===== src/rtl/gfiu_pkg.sv =====
/*
  Package for the pin configuration, wave generator and interrupt unit.
  Holds register indices, field positions, reset values and shared types.
  Assumes an 8-bit register port with indexed access from the serial interface.
*/
package gfiu_pkg;
  localparam int          NUM_PINS          = 3;
  localparam logic [7:0]  ADDR_PIN_ONE      = 8'h1a;
  localparam logic [7:0]  ADDR_PIN_TWO      = 8'h1b;
  localparam logic [7:0]  ADDR_PIN_THREE    = 8'h1c;
  localparam logic [7:0]  ADDR_IRQ_ENABLE   = 8'h1f;
  localparam logic [7:0]  ADDR_IRQ_FLAGS    = 8'h20;
  localparam logic [7:0]  ADDR_PIN_LEVEL    = 8'h21;
  localparam logic [7:0]  ADDR_WAVE_HIGH    = 8'h22;
  localparam logic [7:0]  ADDR_WAVE_LOW     = 8'h23;
  localparam logic [7:0]  ADDR_PIN_LEVELS   = 8'h24;
  localparam logic [7:0]  RST_PIN_CONFIG    = 8'h00;
  localparam logic [7:0]  RST_IRQ_ENABLE    = 8'hfe;
  localparam logic [7:0]  RST_WAVE_HIGH     = 8'h00;
  localparam logic [7:0]  RST_WAVE_LOW      = 8'h64;
  localparam int          FLD_MODE_LO       = 0;
  localparam int          FLD_SLEW          = 2;
  localparam int          FLD_PULL_LO       = 3;
  localparam int          FLD_INVERT        = 5;
  localparam int          FLD_SRC_LO        = 6;
  localparam logic [1:0]  MODE_INPUT        = 2'h0;
  localparam logic [1:0]  MODE_PUSH_PULL    = 2'h1;
  localparam logic [1:0]  MODE_NMOS_ONLY    = 2'h2;
  localparam logic [1:0]  MODE_PMOS_ONLY    = 2'h3;
  localparam logic [1:0]  PULL_DOWN         = 2'h1;
  localparam logic [1:0]  PULL_UP           = 2'h2;
  localparam logic [1:0]  SRC_WAVE          = 2'h1;
  localparam logic [1:0]  SRC_IRQ           = 2'h3;
  localparam real         SYS_CLK_MHZ       = 1.1;
  localparam real         CORE_CLK_MHZ      = 250.0;
  localparam int          TICK_CYCLES       = int'(CORE_CLK_MHZ / SYS_CLK_MHZ - 0.5);

  typedef struct packed {
    logic       write;
    logic       read;
    logic [7:0] addr;
    logic [7:0] wdata;
  } gfiu_reg_req_s;

  typedef struct packed {
    logic watchdog_rollover;
    logic charge_off_level;
    logic thermal_alert;
    logic power_key;
    logic charger_detect;
    logic charge_restart_threshold;
    logic charger_overvolt_signal;
  } gfiu_events_s;
endpackage


===== src/rtl/gfiu_top.sv =====
/*
  General purpose pin unit: three configurable pins, one shared wave
  generator and a latched interrupt with read-to-clear status.
  Assumes a register port driven synchronously to clk_in with one-cycle
  read/write strobes; pad cells take drive, pull and slew controls.
*/
`timescale 1ns/10ps
module gfiu_top
  import gfiu_pkg::*;
(
  input  wire logic                  clk_in,
  input  wire logic                  rst_n_in,
  input  wire gfiu_reg_req_s         reg_req_in,
  output logic [7:0]                 reg_rdata_out,
  input  wire gfiu_events_s          events_in,
  input  wire logic [NUM_PINS-1:0]   pin_in,
  output logic [NUM_PINS-1:0]        pin_out,
  output logic [NUM_PINS-1:0]        pin_oe_out,
  output logic [NUM_PINS-1:0]        pin_slow_slew_out,
  output logic [NUM_PINS-1:0]        pin_pulldown_out,
  output logic [NUM_PINS-1:0]        pin_pullup_out
);

  logic [7:0]          pin_config [NUM_PINS];
  logic [7:0]          irq_source_enable;
  logic [7:0]          irq_event_flags;
  logic [7:0]          wave_high_duration;
  logic [7:0]          wave_low_duration;
  logic [NUM_PINS-1:0] pin_software_level;
  logic                irq_line;
  logic [7:0]          tick_count;
  logic                tick;
  logic [7:0]          phase_count;
  logic                wave_level;
  logic [7:0]          event_prev;
  logic [7:0]          event_now;
  logic [7:0]          event_edges;
  logic                flags_read;
  logic [7:0]          next_flags;
  logic [7:0]          read_mux;
  logic [NUM_PINS-1:0] routed;
  logic [NUM_PINS-1:0] next_pin_out;
  logic [NUM_PINS-1:0] next_pin_oe;
  logic                wr_pin_levels;

  // Event vector by bit position; detect level is inverted so a fall is a rise
  assign event_now = {events_in.charger_overvolt_signal, ~events_in.charger_detect,
                      events_in.charge_restart_threshold, ~events_in.charger_detect,
                      events_in.power_key, events_in.thermal_alert,
                      events_in.charge_off_level, events_in.watchdog_rollover};
  assign event_edges = event_now & ~event_prev & irq_source_enable;
  assign flags_read  = reg_req_in.read && (reg_req_in.addr == ADDR_IRQ_FLAGS);
  // Set wins over the read clear, so nothing is lost across the read
  assign next_flags  = (flags_read ? 8'h00 : irq_event_flags) | event_edges;

  always_ff @(posedge clk_in or negedge rst_n_in) begin
    if (!rst_n_in) begin
      event_prev      <= 8'h00;
      irq_event_flags <= 8'h00;
      irq_line        <= 1'b0;
    end else begin
      event_prev      <= event_now;
      irq_event_flags <= next_flags;
      irq_line        <= |next_flags;
    end
  end

  // Tick divider approximates the 1.1 MHz system clock from the core clock
  assign tick = (tick_count == 8'(TICK_CYCLES));

  always_ff @(posedge clk_in or negedge rst_n_in) begin
    if (!rst_n_in) begin
      tick_count <= 8'h00;
    end else begin
      tick_count <= tick ? 8'h00 : tick_count + 8'h01;
    end
  end

  // Reprogramming at or above the running count takes effect at once, even mid-phase, as each tick compares against the live duration
  always_ff @(posedge clk_in or negedge rst_n_in) begin
    if (!rst_n_in) begin
      phase_count <= 8'h00;
      wave_level  <= 1'b0;
    end else if (tick) begin
      if (phase_count == (wave_level ? wave_high_duration : wave_low_duration)) begin
        phase_count <= 8'h00;
        wave_level  <= ~wave_level;
      end else begin
        phase_count <= phase_count + 8'h01;
      end
    end
  end

  assign wr_pin_levels = reg_req_in.write && (reg_req_in.addr == ADDR_PIN_LEVELS);

  always_ff @(posedge clk_in or negedge rst_n_in) begin
    if (!rst_n_in) begin
      irq_source_enable  <= RST_IRQ_ENABLE;
      wave_high_duration <= RST_WAVE_HIGH;
      wave_low_duration  <= RST_WAVE_LOW;
      pin_software_level <= '0;
    end else if (reg_req_in.write) begin
      if (reg_req_in.addr == ADDR_IRQ_ENABLE) begin
        irq_source_enable <= reg_req_in.wdata;
      end
      if (reg_req_in.addr == ADDR_WAVE_HIGH) begin
        wave_high_duration <= reg_req_in.wdata;
      end
      if (reg_req_in.addr == ADDR_WAVE_LOW) begin
        wave_low_duration <= reg_req_in.wdata;
      end
      if (wr_pin_levels) begin
        pin_software_level <= reg_req_in.wdata[NUM_PINS-1:0];
      end
    end
  end

  genvar p;
  generate
    for (p = 0; p < NUM_PINS; p++) begin : g_pin
      logic [1:0] mode;
      logic [1:0] src;
      logic [1:0] pull;
      assign mode = pin_config[p][FLD_MODE_LO +: 2];
      assign src  = pin_config[p][FLD_SRC_LO +: 2];
      assign pull = pin_config[p][FLD_PULL_LO +: 2];
      // Source 10 behaves as register level, matching the x0 encoding
      assign routed[p] = (src == SRC_IRQ)  ? irq_line :
                         (src == SRC_WAVE) ? wave_level :
                                             pin_software_level[p];
      assign next_pin_out[p] = routed[p] ^ pin_config[p][FLD_INVERT];
      // Open-drain modes only drive when the active transistor pulls
      assign next_pin_oe[p]  = (mode == MODE_PUSH_PULL) ||
                               ((mode == MODE_NMOS_ONLY) && !next_pin_out[p]) ||
                               ((mode == MODE_PMOS_ONLY) && next_pin_out[p]);

      always_ff @(posedge clk_in or negedge rst_n_in) begin
        if (!rst_n_in) begin
          pin_config[p]        <= RST_PIN_CONFIG;
          pin_out[p]           <= 1'b0;
          pin_oe_out[p]        <= 1'b0;
          pin_slow_slew_out[p] <= 1'b0;
          pin_pulldown_out[p]  <= 1'b0;
          pin_pullup_out[p]    <= 1'b0;
        end else begin
          if (reg_req_in.write && (reg_req_in.addr == ADDR_PIN_ONE + 8'(p))) begin
            pin_config[p] <= reg_req_in.wdata;
          end
          pin_out[p]           <= next_pin_out[p];
          pin_oe_out[p]        <= next_pin_oe[p];
          pin_slow_slew_out[p] <= pin_config[p][FLD_SLEW];
          pin_pulldown_out[p]  <= (pull == PULL_DOWN);
          pin_pullup_out[p]    <= (pull == PULL_UP);
        end
      end
    end
  endgenerate

  // Pad input sees the driven level, so readback equals output when driven
  always_comb begin
    unique case (reg_req_in.addr)
      ADDR_PIN_ONE:    read_mux = pin_config[0];
      ADDR_PIN_TWO:    read_mux = pin_config[1];
      ADDR_PIN_THREE:  read_mux = pin_config[2];
      ADDR_IRQ_ENABLE: read_mux = irq_source_enable;
      ADDR_IRQ_FLAGS:  read_mux = irq_event_flags;
      ADDR_PIN_LEVEL:  read_mux = {5'h00, pin_in};
      ADDR_WAVE_HIGH:  read_mux = wave_high_duration;
      ADDR_WAVE_LOW:   read_mux = wave_low_duration;
      ADDR_PIN_LEVELS: read_mux = {5'h00, pin_software_level};
      default:         read_mux = 8'h00;
    endcase
  end

  always_ff @(posedge clk_in or negedge rst_n_in) begin
    if (!rst_n_in) begin
      reg_rdata_out <= 8'h00;
    end else if (reg_req_in.read) begin
      reg_rdata_out <= read_mux;
    end
  end

endmodule

===== config.mk =====
export PLATFORM = sky130hd
export DESIGN_NAME = gfiu_top
export DESIGN_NICKNAME = d
export VERILOG_FILES = /design/src/rtl/gfiu_pkg.sv /design/src/rtl/gfiu_top.sv
export SDC_FILE = /design/constraint.sdc
export NUM_CORES = 1
export LEC_CHECK = 0
export BUFFER_PORTS_ARGS = -buffer_cell sky130_fd_sc_hd__buf_2
export CAP_MARGIN = 20
export CORE_MARGIN = 3
export CORE_UTILIZATION = 63
export DETAILED_ROUTE_END_ITERATION = 10
export PLACE_DENSITY = 0.85
export SYNTH_ARGS = -nofsm -noshare
export SYNTH_HDL_FRONTEND = slang
export SYNTH_SLANG_ARGS = --single-unit

===== constraint.sdc =====
create_clock -name clk_in -period 4.6 [get_ports clk_in]
set_clock_uncertainty 0.15 [all_clocks]
set_input_delay 0.69 -clock clk_in [delete_from_list [all_inputs] [get_ports clk_in]]
set_output_delay 0.69 -clock clk_in [all_outputs]
set_load 0.1 [all_outputs]

Yosys cells after proc, flatten, opt, wreduce, memory -nomap -nowiden. Cells that the tools add are included.

Output and inout port bits: 23. Logic and storage cells: 109. Flip-flop bits (word level): 108.

Reductions and logical operators: 26. Add/sub/neg operators: 2. Multiplexer cells: 11. Bitwise logic cells: 9. Equality and inequality tests: 32.

Operators by type and width (count): $pmux W8 S9 (1); $eq A8 B6 Y1 const B (5); $eq A8 B5 Y1 const B (4); $mux W8 (4); $eq A2 B2 Y1 const B (12); $eq A2 B1 Y1 const B (9); $add A8 B1 Y8 const B (2); $and A8 B8 Y8 (2); $logic_and A1 B1 Y1 (11); $reduce_and A2 Y1 (5); $eq A8 B8 Y1 (1); $eq A8 B8 Y1 const B (1); $not A8 Y8 (1); $or A8 B8 Y8 (1); $reduce_or A8 Y1 (1); $logic_or A1 B1 Y1 (6); $mux W1 (6); $logic_not A1 Y1 (3); $xor A1 B1 Y1 (3); $not A1 Y1 (2).

Depth between registers and ports, before layout.
Depth in word-level cells: 8. Depth in mapped cells: 7. Mapped depth without buffers: 6.

Worst setup path after synthesis. Ideal clock, no wire load.

Path kind: input -> register. Start point: in reg_req_in[12] (netlist bit). End point: reg irq_line. Stages on the path: 6. Library setup time: 139 ps. Data arrival time: 1950 ps. Slack: 2362 ps. Buffers on the path: 1. Cells stage by stage: nor3b_4 -> and2_1 -> buf_6 -> nand3_4 -> a21boi_1 -> or4_1.

Word-level cells in the longest chain between the ends: 5.

RTL lines: start, declared (line gfiu_top.sv:13) `input wire gfiu_reg_req_s reg_req_in,`; $eq A8 B6 Y1 (line gfiu_top.sv:52) `assign flags_read = reg_req_in.read && (reg_req_in.addr == ADDR_IRQ_FLAGS);`; $logic_and A1 B1 Y1 (line gfiu_top.sv:52); $mux W8 (line gfiu_top.sv:54) `assign next_flags = (flags_read ? 8'h00 : irq_event_flags) | event_edges;`; $or A8 B8 Y8 (line gfiu_top.sv:54); $reduce_or A8 Y1 (line gfiu_top.sv:64) `irq_line <= |next_flags;`; end signal, assigned (line gfiu_top.sv:64); end, declared (line gfiu_top.sv:30) `logic irq_line;`.

No other way between the ends. A chain may end at the register's enable or synchronous reset.

Final worst setup path.
Start point: in reg_req_in[8] (netlist bit). End point: reg irq_line.

Same word-level chain as after synthesis.

==> results by group <==
Run status
  – Outcome: finished, final reports clean

Placement
  – Input/output buffers: 52
  – Post-DP HPWL: 8496 um
  – Dpl cell area: 5295 um2
  – Placed instance count: 557
  – Placer Congestion: 0.9002

Yosys
  – Synth area leader: dfrtp_1
  – Avg Inst Size Synth: 11.85 um2
  – Xor/xnor cell area share of the yosys netlist: 0.03343
  – Syn_nets: 452
  – Top-area cell type share of the netlist area: 0.4877
  – #FFs+latches synth: 107
  – Post-Synthesis Cells: 420
  – Multiplexer area fraction after synthesis: 0.1712
  – Post-synth top cells: dfrtp_1 (97), mux2_2 (55), nand2_1 (43)
  – Ys Warns: 0
  – Largest family of logic cells by synthesized area: multiplexers
  – Ys async rst share: 1.000
  – Cell Area, Synth: 4977 um2
  – Compound-Gate Fraction of Synth Area: 0.1028
  – Top post-synthesis cells by area: dfrtp_1 (49%), mux2_2 (12%), dfstp_2 (5.3%)
  – Register area share after synthesis: 0.5405
  – Post-synthesis cell type count: 55
  – Count leader, synth: dfrtp_1
  – Simple-gate share of the synthesized area: 0.1264
  – Post-synth EDFFs: 0
  – Synth Flop Type: dfrtp_1
  – Post-Synth Adder-Cell Area: 0.005028

STA
  – Relative slew slack: 0.3657
  – Slew @ Worst Pin: 0.9480 ns
  – Slew Viols, Final: 0
  – Fmax: 395.1 MHz
  – Post-route minimum period: 2.531 ns
  – Finish-stage setup viols: 0
  – Setup_tns: 0 ns
  – Hold Vio Cnt, Final: 0
  – Final Cycle Share: 0.5502
  – Unrepaired setup endpoints after global routing: false

Die
  – Die ar.: 9003 um2
  – Die height: 94.89 um
  – Starting Density: 0.6683
  – Die width: 94.89 um
  – Row count: 31
  – CORE AREA: 7447 um2
  – I/O pin cnt: 53

Critical path
  – Critical path depth: 5
  – Setup crit start kind: primary input
  – Arrival @ worst endpoint: 2.63 ns
  – Slowest CP cell: nor2_1
  – R2r startpoint: wave_level
  – WP data required: 4.70 ns
  – CP top delay family: simple AND/OR/NAND/NOR gates
  – CP max FO: 17
  – Setup crit end: irq_line
  – R2R Path End: phase_count[0]
  – CP endpoint kind: flip-flop
  – Max incr delay on CP: 0.78 ns
  – Cells along the critical path: buf_2, nor2_1, nand3_4, a21boi_1, or4_1
  – R2r setup slk: 2.24 ns
  – Crit path kind: in2reg
  – Path depth of the worst reg2reg path: 5
  – Critical path buffers and inverters: 1
  – CP Launch Point: reg_req_in[8]

Cells and area
  – Synth-to-Final Area Change: 10.38%
  – Layout cell share with drive strength beyond 1: 0.3038
  – Final core occ: 0.7377
  – Design area: 5494 um2
  – Antenna diodes: 0
  – Non-Filler Instances: 573
  – Post-layout nets: 501

Worst hold path
  – Hold WC Path Type: reg2reg

Clock tree
  – Worst-path clk slew: 0.10 ns
  – Hold Buf Count CTS: 0
  – Worst-Skew Late Latency: 0.37 ns
  – Post-CTS Setup Inserts: 0
  – Clock Sinks: 107
  – H-Tree Depth: 3
  – CTS tree: yes
  – CTS resizes: 0
  – Buffer depth of the longest clock path: 2
  – Clock root buffer: clkbuf_8
  – TritonCTS buffer count: 9

Power
  – Maximum vdd drop: 0.2476 mV
  – LEAKAGE: 0.002540 uW
  – PwrDens: 347.6 nW/um2
  – Overall Power: 1910 uW

Drt
  – DRC viols: 0
  – Initial DRC Count: 296
  – Vias: 3651
  – Wirelength, routed: 11560 um
  – Antenna Nets Post-Route: 0
  – Pre-antenna DRT Iters: 5
  – Via density: 6.372
  – Drt wl/cell: 20.17 um

Flow run
  – Max_cap viols: 0

Global routing
  – Grt total ovfl: 0
  – GRT Overall Usage: 0.2730
  – Largest net degree at the start of global routing: 79
  – First-pass GRT wire length: 18280 um
  – Initial antenna violation count: 0
  – Vias in the first global route: 3498
-- worst min-delay path by stage --
stage | slack, ns | from | endpoint | cells past startpoint
after global placement | 0.24 | pin_config[2] | pin_slow_slew_out[2] | 0
after CTS | 0.28 | events_in[6] | event_prev[0] | 1
after detailed placement | 0.25 | pin_config[2] | pin_slow_slew_out[2] | 0
after floorplan | 0.22 | pin_config[2] | pin_slow_slew_out[2] | 0
after global routing | 0.27 | events_in[6] | event_prev[0] | 1
final | 0.28 | pin_config[2] | pin_slow_slew_out[2] | 0
-- cells by family after synthesis --
group / after synthesis
XOR/XNOR: 19
flip-flops: 107
adder cells (fa/ha/maj): 2
AO/OA/AOI/OAI: 76
buffers and inverters: 22
multiplexers: 77
AND/OR/NAND/NOR: 117
-- cells in the final DEF (no fill, tap or decap), drive strengths merged, types with 3 or more instances in the layout --
master    synthesis  routed
and4              3       3
nand4             4       4
nor3              7       7
nor2             18      18
nand3             9       9
a221oi            3       3
xnor2            12      12
a22o              4       4
dfrtp            97      97
nor3b             3       3
xor2              7       7
a32oi             4       4
and2              6       6
nor2b            10      10
inv               6       8
a21oi            10      10
mux2             55      55
buf              10      53
dfstp            10      10
clkinvlp          0       3
o2bb2ai           6       6
nor4              5       5
o21ai            23      23
nand2            43      43
o22ai             6       6
mux2i            21      21
a21boi            3       3
clkbuf            5       9
a22oi             8       8
-- stage by stage --
step                      setup slack (ns)  hold slack [ns]
after floorplan                      2.362           0.2195
after global placement               1.776           0.2389
after detailed placement             1.746           0.2528
after CTS                            2.131           0.2761
after global routing                 1.963           0.2661
final                                2.069           0.2776
-- where the power goes --
group / switching, uW / leakage, uW / internal [uW]
combinational: 197 / 0.00106 / 79.5
clock: 326 / 0.0000923 / 254
sequential: 50.8 / 0.00139 / 1000
-- flip-flops by register name, indices dropped and copies added (netlist names) --
signal / cells
phase_count: 8
irq_event_flags: 8
pin_oe_out: 3
irq_source_enable: 8
event_prev: 7
wave_level: 1
tick_count: 8
pin_slow_slew_out: 3
wave_high_duration: 8
pin_config: 6
pin_software_level: 3
irq_line: 1
g_pin.mode: 6
reg_rdata_out: 8
g_pin.pull: 6
wave_low_duration: 8
pin_pulldown_out: 3
g_pin.src: 6
pin_out: 3
pin_pullup_out: 3
-- final cells by class --
| cell class | instances | area [um2] |
|---|---|---|
| Clock buffer | 9 | 123.9 |
| Sequential cell | 107 | 2690 |
| Clock inverter | 7 | 75.07 |
| Inverter | 7 | 26.28 |
| Multi-Input combinational cell | 291 | 2185 |
| Timing Repair Buffer | 53 | 270.3 |
| Tap cell | 99 | 123.9 |
| Fill cell | 548 | 1953 |
-- layer usage --
metal  GRT usage  vias to the layer above  share of wire  routed length [um]
met5           0                        -              0                   0
met4     0.09255                        0          0.015                 178
met3     0.04622                       22          0.067                 773
met2      0.4269                      168           0.48                5543
met1      0.3886                     1839           0.44                5063
li1            -                     1622              -                   -
(Power assumes the default switching activity.)
